File: config.mk
export PLATFORM = sky130hd
export DESIGN_NAME = pinirq_ctrl
export DESIGN_NICKNAME = d
export VERILOG_FILES = /design/src/shared/pinirq_pkg.sv /design/src/verilog/pinirq_ctrl.sv /design/src/verilog/pinirq_prio.sv
export SDC_FILE = /design/constraint.sdc
export NUM_CORES = 1
export LEC_CHECK = 0
export ABC_CLOCK_PERIOD_IN_PS = 3900
export BUFFER_PORTS_ARGS = -buffer_cell sky130_fd_sc_hd__buf_2
export CAP_MARGIN = 20
export CELL_PAD_IN_SITES_DETAIL_PLACEMENT = 1
export CELL_PAD_IN_SITES_GLOBAL_PLACEMENT = 2
export CORE_ASPECT_RATIO = 2
export CORE_MARGIN = 3
export CORE_UTILIZATION = 25
export CTS_CLUSTER_DIAMETER = 120
export DETAILED_ROUTE_END_ITERATION = 12
export MAX_ROUTING_LAYER = met4
export PLACE_DENSITY = 0.83
export SETUP_SLACK_MARGIN = 0.05
export SYNTH_ARGS = -nofsm -noshare
export SYNTH_HDL_FRONTEND = slang
export SYNTH_SLANG_ARGS = --single-unit
File: constraint.sdc
create_clock -name clk_i -period 3.9 [get_ports clk_i]
set_input_delay 0.585 -clock clk_i [delete_from_list [all_inputs] [get_ports clk_i]]
set_output_delay 0.585 -clock clk_i [all_outputs]
set_load 0.02 [all_outputs]
File: src/shared/pinirq_pkg.sv
package pinirq_pkg;
  // wishbone word offsets (byte addresses)
  localparam logic [3:0] SENSE_CTRL_OFS = 4'h0;
  localparam logic [3:0] IRQ_MASK_OFS = 4'h4;
  localparam logic [3:0] IRQ_FLAG_OFS = 4'h8;
  localparam logic [3:0] CHANGE_MASK_OFS = 4'hC;
  // field positions
  localparam int SENSE_LO_POS = 0;
  localparam int SENSE_HI_POS = 1;
  localparam int EXT_BIT_POS = 6;
  localparam int CHG_BIT_POS = 5;
  // reset values
  localparam logic [7:0] SENSE_CTRL_RST = 8'h00;
  localparam logic [7:0] IRQ_MASK_RST = 8'h00;
  localparam logic [7:0] IRQ_FLAG_RST = 8'h00;
  localparam logic [5:0] CHANGE_MASK_RST = 6'h00;
  // writable bits of the mask and flag registers
  localparam logic [7:0] IRQ_BITS_MASK = 8'h60;
  // sense modes
  typedef enum logic [1:0] {
    PINIRQ_LOW = 2'h0,
    PINIRQ_ANY = 2'h1,
    PINIRQ_FALL = 2'h2,
    PINIRQ_RISE = 2'h3
  } pinirq_sense_type;
  // vector word addresses
  localparam logic [3:0] VEC_RESET = 4'h0;
  localparam logic [3:0] VEC_EXT = 4'h1;
  localparam logic [3:0] VEC_CHANGE = 4'h2;
  localparam logic [3:0] VEC_TIMER_OVF = 4'h3;
  localparam logic [3:0] VEC_EEPROM = 4'h4;
  localparam logic [3:0] VEC_COMPARATOR = 4'h5;
  localparam logic [3:0] VEC_COMPARE_A = 4'h6;
  localparam logic [3:0] VEC_COMPARE_B = 4'h7;
  localparam logic [3:0] VEC_WATCHDOG = 4'h8;
  localparam logic [3:0] VEC_CONVERTER = 4'h9;
  localparam int NUM_SOURCES = 9;
endpackage

File: src/verilog/pinirq_ctrl.sv
`timescale 1ns/1ps
module pinirq_ctrl (
  input wire logic clk_i, // 40 MHz system clock
  input wire logic rst_i, // synchronous reset, active high
  // wishbone classic slave
  input wire logic wb_cyc_i, // bus cycle
  input wire logic wb_stb_i, // strobe
  input wire logic wb_we_i, // write enable
  input wire logic [3:0] wb_adr_i, // byte address
  input wire logic [3:0] wb_sel_i, // byte lanes
  input wire logic [31:0] wb_dat_i, // write data
  output logic [31:0] wb_dat_o, // read data
  output logic wb_ack_o, // acknowledge
  // pins, read as inputs whatever their direction
  input wire logic ext_irq_pin_i, // external interrupt pin level
  input wire logic [5:0] change_inputs_i, // pin-change inputs
  // core side
  input wire logic global_irq_en_i, // global enable from core status
  input wire logic io_clk_run_i, // high while the I/O clock runs
  input wire logic sleeping_i, // core is asleep
  input wire logic core_reset_i, // any reset source active
  input wire logic [6:0] internal_req_i, // timer..converter requests
  input wire logic irq_taken_i, // core entering vector on irq_vec_o
  output logic irq_req_o, // dispatch request to core
  output logic [3:0] irq_vec_o, // vector word address
  output logic wake_o, // wake pulse for sleeping core
  output logic [3:0] fetch_addr_o // vector word to fetch from
);
  localparam int NS = pinirq_pkg::NUM_SOURCES;

  // the vector field is four bits wide and the internal request
  // port is seven bits: any other source count cannot be served
  if (NS != 9) begin : g_bad_ns
    $error("pinirq_ctrl: source count must be nine");
  end

  logic [1:0] sense_r;
  logic [1:0] irq_mask_r;
  logic [1:0] irq_flag_r;
  logic [5:0] change_mask_r;
  logic pin_s_r;
  logic pin_d_r;
  logic [5:0] chg_d_r;
  logic wb_ack_r;
  logic [31:0] wb_dat_r;
  logic irq_req_r;
  logic [3:0] irq_vec_r;
  logic wake_r;
  logic [3:0] fetch_r;

  // register write decode used by several processes
  function automatic logic wr_hit(input logic [3:0] ofs);
    return wb_cyc_i && wb_stb_i && wb_we_i && !wb_ack_r &&
      wb_sel_i[0] && (wb_adr_i == ofs);
  endfunction

  // vector entry on the given word clears that source's flag
  function automatic logic taken_is(input logic [3:0] v);
    return irq_taken_i && (irq_vec_r == v);
  endfunction

  // only the ext and change bits exist in the mask and flag words
  function automatic logic [7:0] rd_keep(input logic [3:0] ofs);
    if (ofs == pinirq_pkg::IRQ_MASK_OFS ||
        ofs == pinirq_pkg::IRQ_FLAG_OFS) begin
      return pinirq_pkg::IRQ_BITS_MASK;
    end
    return 8'hFF;
  endfunction

  // a fresh request: strobe seen and not yet answered
  logic bus_new;
  assign bus_new = wb_cyc_i && wb_stb_i && !wb_ack_r;

  // pin sample then delay: edges compare two sampled values
  // when the I/O clock stops both stages freeze, so a change made
  // meanwhile shows up as one edge once the clock runs again
  // sample before edges
  always_ff @(posedge clk_i) begin
    if (rst_i) begin
      pin_s_r <= 1'b1;
      pin_d_r <= 1'b1;
    end else if (io_clk_run_i) begin
      pin_s_r <= ext_irq_pin_i;
      pin_d_r <= pin_s_r;
    end
  end

  // edge events; only valid while the I/O clock runs
  logic rise_ev;
  logic fall_ev;
  logic ext_edge_ev;
  assign rise_ev = io_clk_run_i && pin_s_r && !pin_d_r;
  assign fall_ev = io_clk_run_i && !pin_s_r && pin_d_r;

  pinirq_pkg::pinirq_sense_type sense_mode;
  assign sense_mode = pinirq_pkg::pinirq_sense_type'(sense_r);
  always_comb begin
    unique case (sense_mode)
      pinirq_pkg::PINIRQ_LOW: ext_edge_ev = 1'b0;
      pinirq_pkg::PINIRQ_ANY: ext_edge_ev = rise_ev || fall_ev;
      pinirq_pkg::PINIRQ_FALL: ext_edge_ev = fall_ev;
      pinirq_pkg::PINIRQ_RISE: ext_edge_ev = rise_ev;
    endcase
  end

  // level request follows the raw pin, no clock needed
  logic level_mode;
  logic ext_level_req;
  assign level_mode = (sense_mode == pinirq_pkg::PINIRQ_LOW);
  assign ext_level_req = level_mode && !ext_irq_pin_i;

  // change detection compares raw pins with last seen value;
  // the compare itself is combinational so it needs no clock
  logic [5:0] chg_toggle;
  logic chg_ev;
  assign chg_toggle = (change_inputs_i ^ chg_d_r) & change_mask_r;
  assign chg_ev = |chg_toggle;

  // last seen change inputs, updated as the system clock runs
  // a toggle shorter than one clock may miss the flag and the registered wake alike
  always_ff @(posedge clk_i) begin
    if (rst_i) begin
      chg_d_r <= 6'h00;
    end else begin
      chg_d_r <= change_inputs_i;
    end
  end

  // sense control register
  // only the two sense bits are stored; the rest read zero
  always_ff @(posedge clk_i) begin
    if (rst_i) begin
      sense_r <= pinirq_pkg::SENSE_CTRL_RST[1:0];
    end else if (wr_hit(pinirq_pkg::SENSE_CTRL_OFS)) begin
      sense_r <= wb_dat_i[pinirq_pkg::SENSE_HI_POS:
                          pinirq_pkg::SENSE_LO_POS];
    end
  end

  // interrupt mask register, bit 1 = external, bit 0 = change
  // other written bits are reserved and ignored
  always_ff @(posedge clk_i) begin
    if (rst_i) begin
      irq_mask_r <= pinirq_pkg::IRQ_MASK_RST[6:5];
    end else if (wr_hit(pinirq_pkg::IRQ_MASK_OFS)) begin
      irq_mask_r <= {wb_dat_i[pinirq_pkg::EXT_BIT_POS],
                     wb_dat_i[pinirq_pkg::CHG_BIT_POS]};
    end
  end

  // bits above five do not exist and are dropped on write
  // per-pin masks reset zero
  always_ff @(posedge clk_i) begin
    if (rst_i) begin
      change_mask_r <= pinirq_pkg::CHANGE_MASK_RST;
    end else if (wr_hit(pinirq_pkg::CHANGE_MASK_OFS)) begin
      change_mask_r <= wb_dat_i[5:0];
    end
  end

  // flag clear terms from software write-one and vector entry
  logic ext_clr;
  logic chg_clr;
  logic flag_wr;
  assign flag_wr = wr_hit(pinirq_pkg::IRQ_FLAG_OFS);
  assign ext_clr = (flag_wr && wb_dat_i[pinirq_pkg::EXT_BIT_POS]) ||
    taken_is(pinirq_pkg::VEC_EXT);
  assign chg_clr = (flag_wr && wb_dat_i[pinirq_pkg::CHG_BIT_POS]) ||
    taken_is(pinirq_pkg::VEC_CHANGE);

  // external flag: a new event beats a clear in the same cycle
  // level mode wins over everything: the flag must read zero there
  // set on edge, clear on one
  always_ff @(posedge clk_i) begin
    if (rst_i) begin
      irq_flag_r[1] <= pinirq_pkg::IRQ_FLAG_RST[6];
    end else if (level_mode) begin
      irq_flag_r[1] <= 1'b0;
    end else if (ext_edge_ev) begin
      irq_flag_r[1] <= 1'b1;
    end else if (ext_clr) begin
      irq_flag_r[1] <= 1'b0;
    end
  end

  // set wins over clear so a toggle during a clear is not lost
  // change flag set/clear
  always_ff @(posedge clk_i) begin
    if (rst_i) begin
      irq_flag_r[0] <= pinirq_pkg::IRQ_FLAG_RST[5];
    end else if (chg_ev) begin
      irq_flag_r[0] <= 1'b1;
    end else if (chg_clr) begin
      irq_flag_r[0] <= 1'b0;
    end
  end

  // external source: latched edge flag or the live low level
  logic ext_src;
  logic chg_src;
  assign ext_src = irq_flag_r[1] || ext_level_req;
  assign chg_src = irq_flag_r[0];

  // pending requests in vector order, index 0 = external pin
  // internal sources only need the global enable here
  logic [NS-1:0] pend;
  assign pend[0] = global_irq_en_i && irq_mask_r[1] && ext_src;
  assign pend[1] = global_irq_en_i && irq_mask_r[0] && chg_src;
  assign pend[NS-1:2] = global_irq_en_i ? internal_req_i : 7'h00;

  logic win_any;
  logic [3:0] win_idx;
  // a fixed order keeps the choice stable while requests change
  // lowest vector first
  pinirq_prio #(
    .N(NS)
  ) u_prio (
    .req_i(pend),
    .any_o(win_any),
    .idx_o(win_idx)
  );

  // next vector: the winner's index shifted past the reset word;
  // the reset word doubles as nothing pending
  logic [3:0] irq_vec_nxt;
  always_comb begin
    irq_vec_nxt = pinirq_pkg::VEC_RESET;
    if (win_any) begin
      irq_vec_nxt = win_idx + pinirq_pkg::VEC_EXT;
    end
  end

  always_ff @(posedge clk_i) begin
    if (rst_i) begin
      irq_req_r <= 1'b0;
      irq_vec_r <= pinirq_pkg::VEC_RESET;
    end else if (irq_taken_i) begin
      irq_req_r <= 1'b0;
    end else begin
      irq_req_r <= win_any;
      irq_vec_r <= irq_vec_nxt;
    end
  end

  // core_reset_i covers every reset source, not only rst_i
  // fetch zero after reset
  always_ff @(posedge clk_i) begin
    if (rst_i || core_reset_i) begin
      fetch_r <= pinirq_pkg::VEC_RESET;
    end else if (irq_taken_i) begin
      fetch_r <= irq_vec_r;
    end
  end

  // wake on a masked low level or masked pin toggle, even a low too short to dispatch;
  // then the core simply resumes after its sleep instruction
  // wake without interrupt
  logic wake_ext;
  logic wake_chg;
  logic wake_any;
  // wake sources kept apart: a pin low, a masked toggle, a request
  assign wake_ext = irq_mask_r[1] && ext_level_req;
  assign wake_chg = irq_mask_r[0] && chg_ev;
  assign wake_any = wake_ext || wake_chg || win_any;

  always_ff @(posedge clk_i) begin
    if (rst_i) begin
      wake_r <= 1'b0;
    end else begin
      wake_r <= sleeping_i && wake_any;
    end
  end

  // read mux, decoded from the address the master holds
  // reserved bits zero
  logic [7:0] rd_byte;
  always_comb begin
    rd_byte = 8'h00;
    unique case (wb_adr_i)
      pinirq_pkg::SENSE_CTRL_OFS: rd_byte = {6'h00, sense_r};
      pinirq_pkg::IRQ_MASK_OFS: rd_byte = {1'b0, irq_mask_r, 5'h00};
      pinirq_pkg::IRQ_FLAG_OFS: rd_byte = {1'b0, irq_flag_r, 5'h00};
      pinirq_pkg::CHANGE_MASK_OFS: rd_byte = {2'h0, change_mask_r};
      default: rd_byte = 8'h00;
    endcase
  end

  // single-wait ack; unmapped addresses ack and read zero
  always_ff @(posedge clk_i) begin
    if (rst_i) begin
      wb_ack_r <= 1'b0;
    end else begin
      wb_ack_r <= bus_new;
    end
  end

  // read data registered with the ack so it stands in the ack cycle
  always_ff @(posedge clk_i) begin
    if (rst_i) begin
      wb_dat_r <= 32'h00000000;
    end else begin
      wb_dat_r <= {24'h000000, rd_byte & rd_keep(wb_adr_i)};
    end
  end

  assign wb_ack_o = wb_ack_r;
  assign wb_dat_o = wb_dat_r;
  assign irq_req_o = irq_req_r;
  assign irq_vec_o = irq_vec_r;
  assign wake_o = wake_r;
  assign fetch_addr_o = fetch_r;
endmodule

File: src/verilog/pinirq_prio.sv
`timescale 1ns/1ps
// fixed priority pick: lowest source index wins
module pinirq_prio #(
  parameter int N = 9
) (
  input wire logic [N-1:0] req_i, // pending enabled requests
  output logic any_o, // some request pending
  output logic [3:0] idx_o // index of winning source
);
  // elaboration check: the index port is only four bits wide
  if (N < 1 || N > 15) begin : g_bad_n
    $error("pinirq_prio: N out of range");
  end

  // scan from the top down so the lowest index is kept last
  always_comb begin
    any_o = 1'b0;
    idx_o = 4'h0;
    for (int k = N - 1; k >= 0; k--) begin
      if (req_i[k]) begin
        any_o = 1'b1;
        idx_o = 4'(k);
      end
    end
  end
endmodule

* Word level (Yosys, flattened, before mapping)
Cells that the tools add are included.
Cells by class: reductions and logical operators 44, $add $sub $neg 1, muxes and demuxes 31, bitwise operators 3, equal/unequal tests 8
Operators with widths (number):
- 2-to-1 mux 4 bit | 10
- one-hot mux 7 bit (4 select lines) | 1
- logical AND 1 bit | 25
- 2-to-1 mux 8 bit | 3
- 2-to-1 mux 1 bit | 15
- AND 8 bit | 1
- == test 4 bit (second input constant) | 2
- logical OR 1 bit | 8
- 2-to-1 mux 7 bit | 1
- AND 6 bit | 1
- OR reduction 6 bit | 1
- bitwise XOR 6 bit | 1
- adder 4 x 1 -> 4 bit (second input constant) | 1
- == test 2 bit (second input constant) | 2
- == test 4 x 1 -> 1 bit (second input constant) | 1
- == test 4 x 2 -> 1 bit (second input constant) | 1
- == test 4 x 3 -> 1 bit (second input constant) | 1
- logical NOT 1 bit | 4
- logical NOT 4 bit | 1
- one-hot mux 1 bit (4 select lines) | 1
- nonzero test 2 bit | 2
- OR reduction 2 bit | 2
- == test 2 x 1 -> 1 bit (second input constant) | 1
- logical NOT 2 bit | 1
Storage, ports and cells: flip-flop bits (word level) 63

* Depth between registers and ports, before layout
depth in word-level cells 12, depth in mapped cells 7, mapped depth without buffers 7

* Modules after synthesis
From an unflattened synthesis, not the netlist that was laid out.
Second synthesis, totals: cell total of the unflattened synthesis 210, area total of the unflattened synthesis 1864.3 um^2
Modules (own cells, without submodules):
- pinirq_ctrl | seq. area each 760.7 um^2, area an instance 1765.4 um^2, cells an instance 195, times used 1
- pinirq_prio | seq. area each 0.0 um^2, area an instance 98.8 um^2, cells an instance 15, times used 1

* Worst setup path after synthesis
Ideal clock, no wire load.
kind in2reg, from input port ext_irq_pin_i, to register irq_vec_r[1], in the netlist irq_vec_o[1], path slack 2169 ps, arrival time 1614 ps, path buffers 0, setup time 117 ps, required time 3783 ps, stages 6, cell sequence nor3_1 -> o21ai_0 -> nand2_1 -> a31oi_1 -> ha_1 -> a22o_1
Between the ends: longest elaborated chain between the ends 7, elaborated cells between the ends (all ways) 8
Ends and longest elaborated chain:
- start, declared | RTL line pinirq_ctrl.sv:15 | input wire logic ext_irq_pin_i,
- logical NOT 1 bit (*) | RTL line pinirq_ctrl.sv:111 | assign ext_level_req = level_mode && !ext_irq_pin_i;
- logical AND 1 bit (*) | RTL line pinirq_ctrl.sv:111
- logical OR 1 bit (*) | RTL line pinirq_ctrl.sv:202 | assign ext_src = irq_flag_r[1] || ext_level_req;
- logical AND 1 bit (*) | RTL line pinirq_ctrl.sv:208 | assign pend[0] = global_irq_en_i && irq_mask_r[1] && ext_src;
- 2-to-1 mux 4 bit | RTL line pinirq_prio.sv:20 | if (req_i[k]) begin
- adder 4 x 1 -> 4 bit | RTL line pinirq_ctrl.sv:230 | irq_vec_nxt = win_idx + pinirq_pkg::VEC_EXT;
- 2-to-1 mux 4 bit (*) | RTL line pinirq_ctrl.sv:229 | if (win_any) begin
- end signal, assigned | RTL line pinirq_ctrl.sv:237 | irq_vec_r <= pinirq_pkg::VEC_RESET;
- end signal, assigned | RTL line pinirq_ctrl.sv:242 | irq_vec_r <= irq_vec_nxt;
- end, declared | RTL line pinirq_ctrl.sv:47 | logic [3:0] irq_vec_r;
Mark *: on every way between the ends. The rest lies on a longest branch, timed or not. A chain may end at the register's enable or synchronous reset.

* Final worst setup path
from register sense_r[0], in the netlist sense_mode[0], to register irq_vec_r[2], in the netlist irq_vec_o[2]
Between the ends: longest elaborated chain between the ends 7, elaborated cells between the ends (all ways) 8
Ends and longest elaborated chain:
- start, declared | RTL line pinirq_ctrl.sv:37 | logic [1:0] sense_r;
- start signal, assigned | RTL line pinirq_ctrl.sv:134 | sense_r <= pinirq_pkg::SENSE_CTRL_RST[1:0];
- start signal, assigned | RTL line pinirq_ctrl.sv:136 | sense_r <= wb_dat_i[pinirq_pkg::SENSE_HI_POS:
- logical NOT 2 bit (*) | RTL line pinirq_ctrl.sv:110 | assign level_mode = (sense_mode == pinirq_pkg::PINIRQ_LOW);
- logical AND 1 bit (*) | RTL line pinirq_ctrl.sv:111
- logical OR 1 bit (*) | RTL line pinirq_ctrl.sv:202
- logical AND 1 bit (*) | RTL line pinirq_ctrl.sv:208
- 2-to-1 mux 4 bit | RTL line pinirq_prio.sv:20
- adder 4 x 1 -> 4 bit | RTL line pinirq_ctrl.sv:230
- 2-to-1 mux 4 bit (*) | RTL line pinirq_ctrl.sv:229
Marks and branches as above.

==> reports/qor.yml <==
routing:
  drtIter0Drc: 41
  vias_per_cell: 4.40
  vias: 1497
  ant_nets: 0
  wire_per_inst_um: 13.8
  firstDrtPassIters: 4
  wirelength_mm: 4.70
  drc: 0
timing:
  drv_slew: 0
  clock_skew_ns: 0.00688
  rsz0062_at_grt: "no"
  tightest_slew_ns: 0.551
  fin_crit_sh_pct: 48.2
  setup_viol: 0
  fin_tns_setup_ns: 0
  min_period_ns: 1.88
  max_freq_mhz: 532
  hold_violations: 0
  setup_ws_ns: 2.02
  slew-limit-headroom_pct: 63.3
cts:
  cts_sinks: 38
  cts.htree.levels: 2
  cts_buffers: 5
  cts_root_buf: "clkbuf_16"
  clk_pin_slew_ns: 0.06
  cts_max_path_buffers: 2
  cts_tree: "built"
  holdBufCountCts: 0
  ctsResizeCount: 0
  insertion_delay_ns: 0.29
  postCtsSetupBuffers: 0
logic_synthesis:
  synth_common_cells: "38 x dfxtp_1, 28 x buf_4, 23 x nor2_1"
  synth_seq_cells: 38
  postSynthAreaPerCell_sq_um: 9.22
  synthSimpleGateAreaFrac_pct: 21.7
  synthMuxAreaShare_pct: 8.98
  yosysMostFrequentCell: "dfxtp_1"
  ys_seq_area_share_pct: 42.3
  syn_inst: 195
  synth.top_cell.area_share_pct: 42.3
  synth_top_family_by_area: "simple AND/OR/NAND/NOR gates"
  netlist_area_sq_um: 1800
  synth_xor_area_share_pct: 3.41
  synth-edff-count: 0
  yosysWarnings: 0
  yosysTopAreaCell: "dfxtp_1"
  async_flop_share_pct: 0
  synth_area_leaders: "dfxtp_1 42%, buf_4 12%, mux2i_1 8.4%, nor2_1 4.8%, nor2b_1 3.5%"
  synth_compound_area_share_pct: 9.95
  yosys.area_share.adder_pct: 0.696
  ys_types: 35
  synthFlopType: "dfxtp_1"
power_and_ir_drop:
  peakVddDrop_uv: 213
  power_uw: 912
  power.leakage_uw: 0.00100
  powerDensity_nw_per_um2: 415
min_path:
  hold_class: "reg2reg"
  worst_hold_startpoint: "change_mask_r[4]"
global_routing:
  met2_usage_pct: 22.5
  antenna_found_initial: 0
  grt_max_degree: 29
  gr-usage-met1_pct: 11.3
  grt_pass1_wl_mm: 7.40
  overflow: 0
  track_usage_pct: 12.1
  grt_pass1_vias: 1529
  grt-busiest-layer: "met2"
  grt_util_met3_pct: 2.05
placement:
  post-place-ws_ns: 1.76
  gp_congestion: 0.754
  dp_hpwl_mm: 3.68
  portBuffers: 53
floorplan:
  fp-row-count: 43
  die_area_sq_um: 8310
  core_area_sq_um: 6940
  pin_count: 107
  die_x_um: 66.0
  die_y_um: 126
  start_util_pct: 25.9
critical_path:
  critPathLaunch: "sense_mode[0]"
  critPathMaxFanout: 6
  r2r_start: "sense_mode[0]"
  worstSetupEndpointType: "flop"
  cp_data_required_time_ns: 4.08
  startpoint_type: "flop"
  cp_data_arrival_time_ns: 2.06
  worstSetupPathType: "reg2reg"
final_layout:
  fin_nets: 314
  drive_gt1_share_pct: 26.4
  num_antenna_cells: 0
  area_growth_pct: 22.3
run_status:
  outcome: "finished clean"
flow_run:
  maxCapViolations: 0
## power by group
group | internal (uW) | leakage [uW] | switching, uW | total (uW)
registers | 396 | 0.000309 | 4.59 | 401
logic | 31.9 | 0.000621 | 63.9 | 95.8
clock network | 253 | 0.0000729 | 163 | 416
total | 681 | 0.00100 | 231 | 912
## per-stage QoR
stage / hold WS [ns] / cells / util [%] / area (sq um)
2_1_floorplan: 0.452 / 219 / - / 1890
3_3_place_gp: 0.470 / 332 / 29.5 / 2050
3_5_place_dp: 0.489 / 332 / 29.5 / 2050
4_1_cts: 0.504 / 340 / 31.7 / 2200
5_1_grt: 0.515 / 340 / 31.7 / 2200
6_report: 0.494 / 340 / 31.7 / 2200
## cell usage in the layout, fill, tap and decap left out, types with 3 or more instances in the layout
cell type / count
a21oi_1: 3
a22oi_1: 5
a31oi_1: 3
and2_1: 3
buf_2: 53
clkbuf_16: 5
conb_1: 25
dfxtp_1: 38
inv_1: 3
mux2i_1: 15
nand2_1: 14
nand3_1: 7
nand3b_1: 3
nor2_1: 23
nor2b_1: 10
nor3_1: 7
o21ai_0: 3
xor2_1: 6
## worst max-delay path, stage by stage (launching register included)
cell,delay (ns)
dfxtp_1,0.41
nor3_1,0.11
o21ai_0,0.42
nand2_1,0.13
a31oi_1,0.21
ha_1,0.20
xnor2_1,0.09
a22o_1,0.20
## path summary, 6_finish.rpt
kind	end	slack (ns)	cells past startpoint
setup / recovery	irq_vec_o[2]	2.02	7
hold / removal	wb_dat_o[4]	0.49	1
setup reg to reg	irq_vec_o[2]	2.02	7
hold reg to reg	wb_dat_o[4]	0.49	1
## routing by layer
layer	vias up	routed length, um
met5	-	0
met4	0	112
met3	9	303
met2	56	2680
met1	709	1600
li1	723	-
## cell type report
type | instances | area (sq um)
fill | 847 | 4740
multi-input combinational | 148 | 898
sequential | 38 | 761
timing repair buffer | 53 | 265
clock buffer | 6 | 139
tap | 90 | 113
clock inverter | 2 | 12.5
inverter | 3 | 11.3
## state kept, by name, indices dropped and copies added, names as in the netlist, 2 cells and up
signal and flops:
fetch_addr_o 4, chg_d_r 6, wb_dat_o 7, sense_mode 2, irq_mask_r 2, change_mask_r 6, irq_vec_o 4
## cells by family (layout without fill, tap and decap cells)
kind of cell,Yosys count,count (layout)
muxes,16,16
buffers and inverters,33,64
xor gates and xnor gates,7,7
and+or+nand+nor,74,74
DFF,38,38
other,1,25
AOI/OAI and AO/OA,25,25
adders and majority gates,1,1
(Power assumes the default switching activity.)
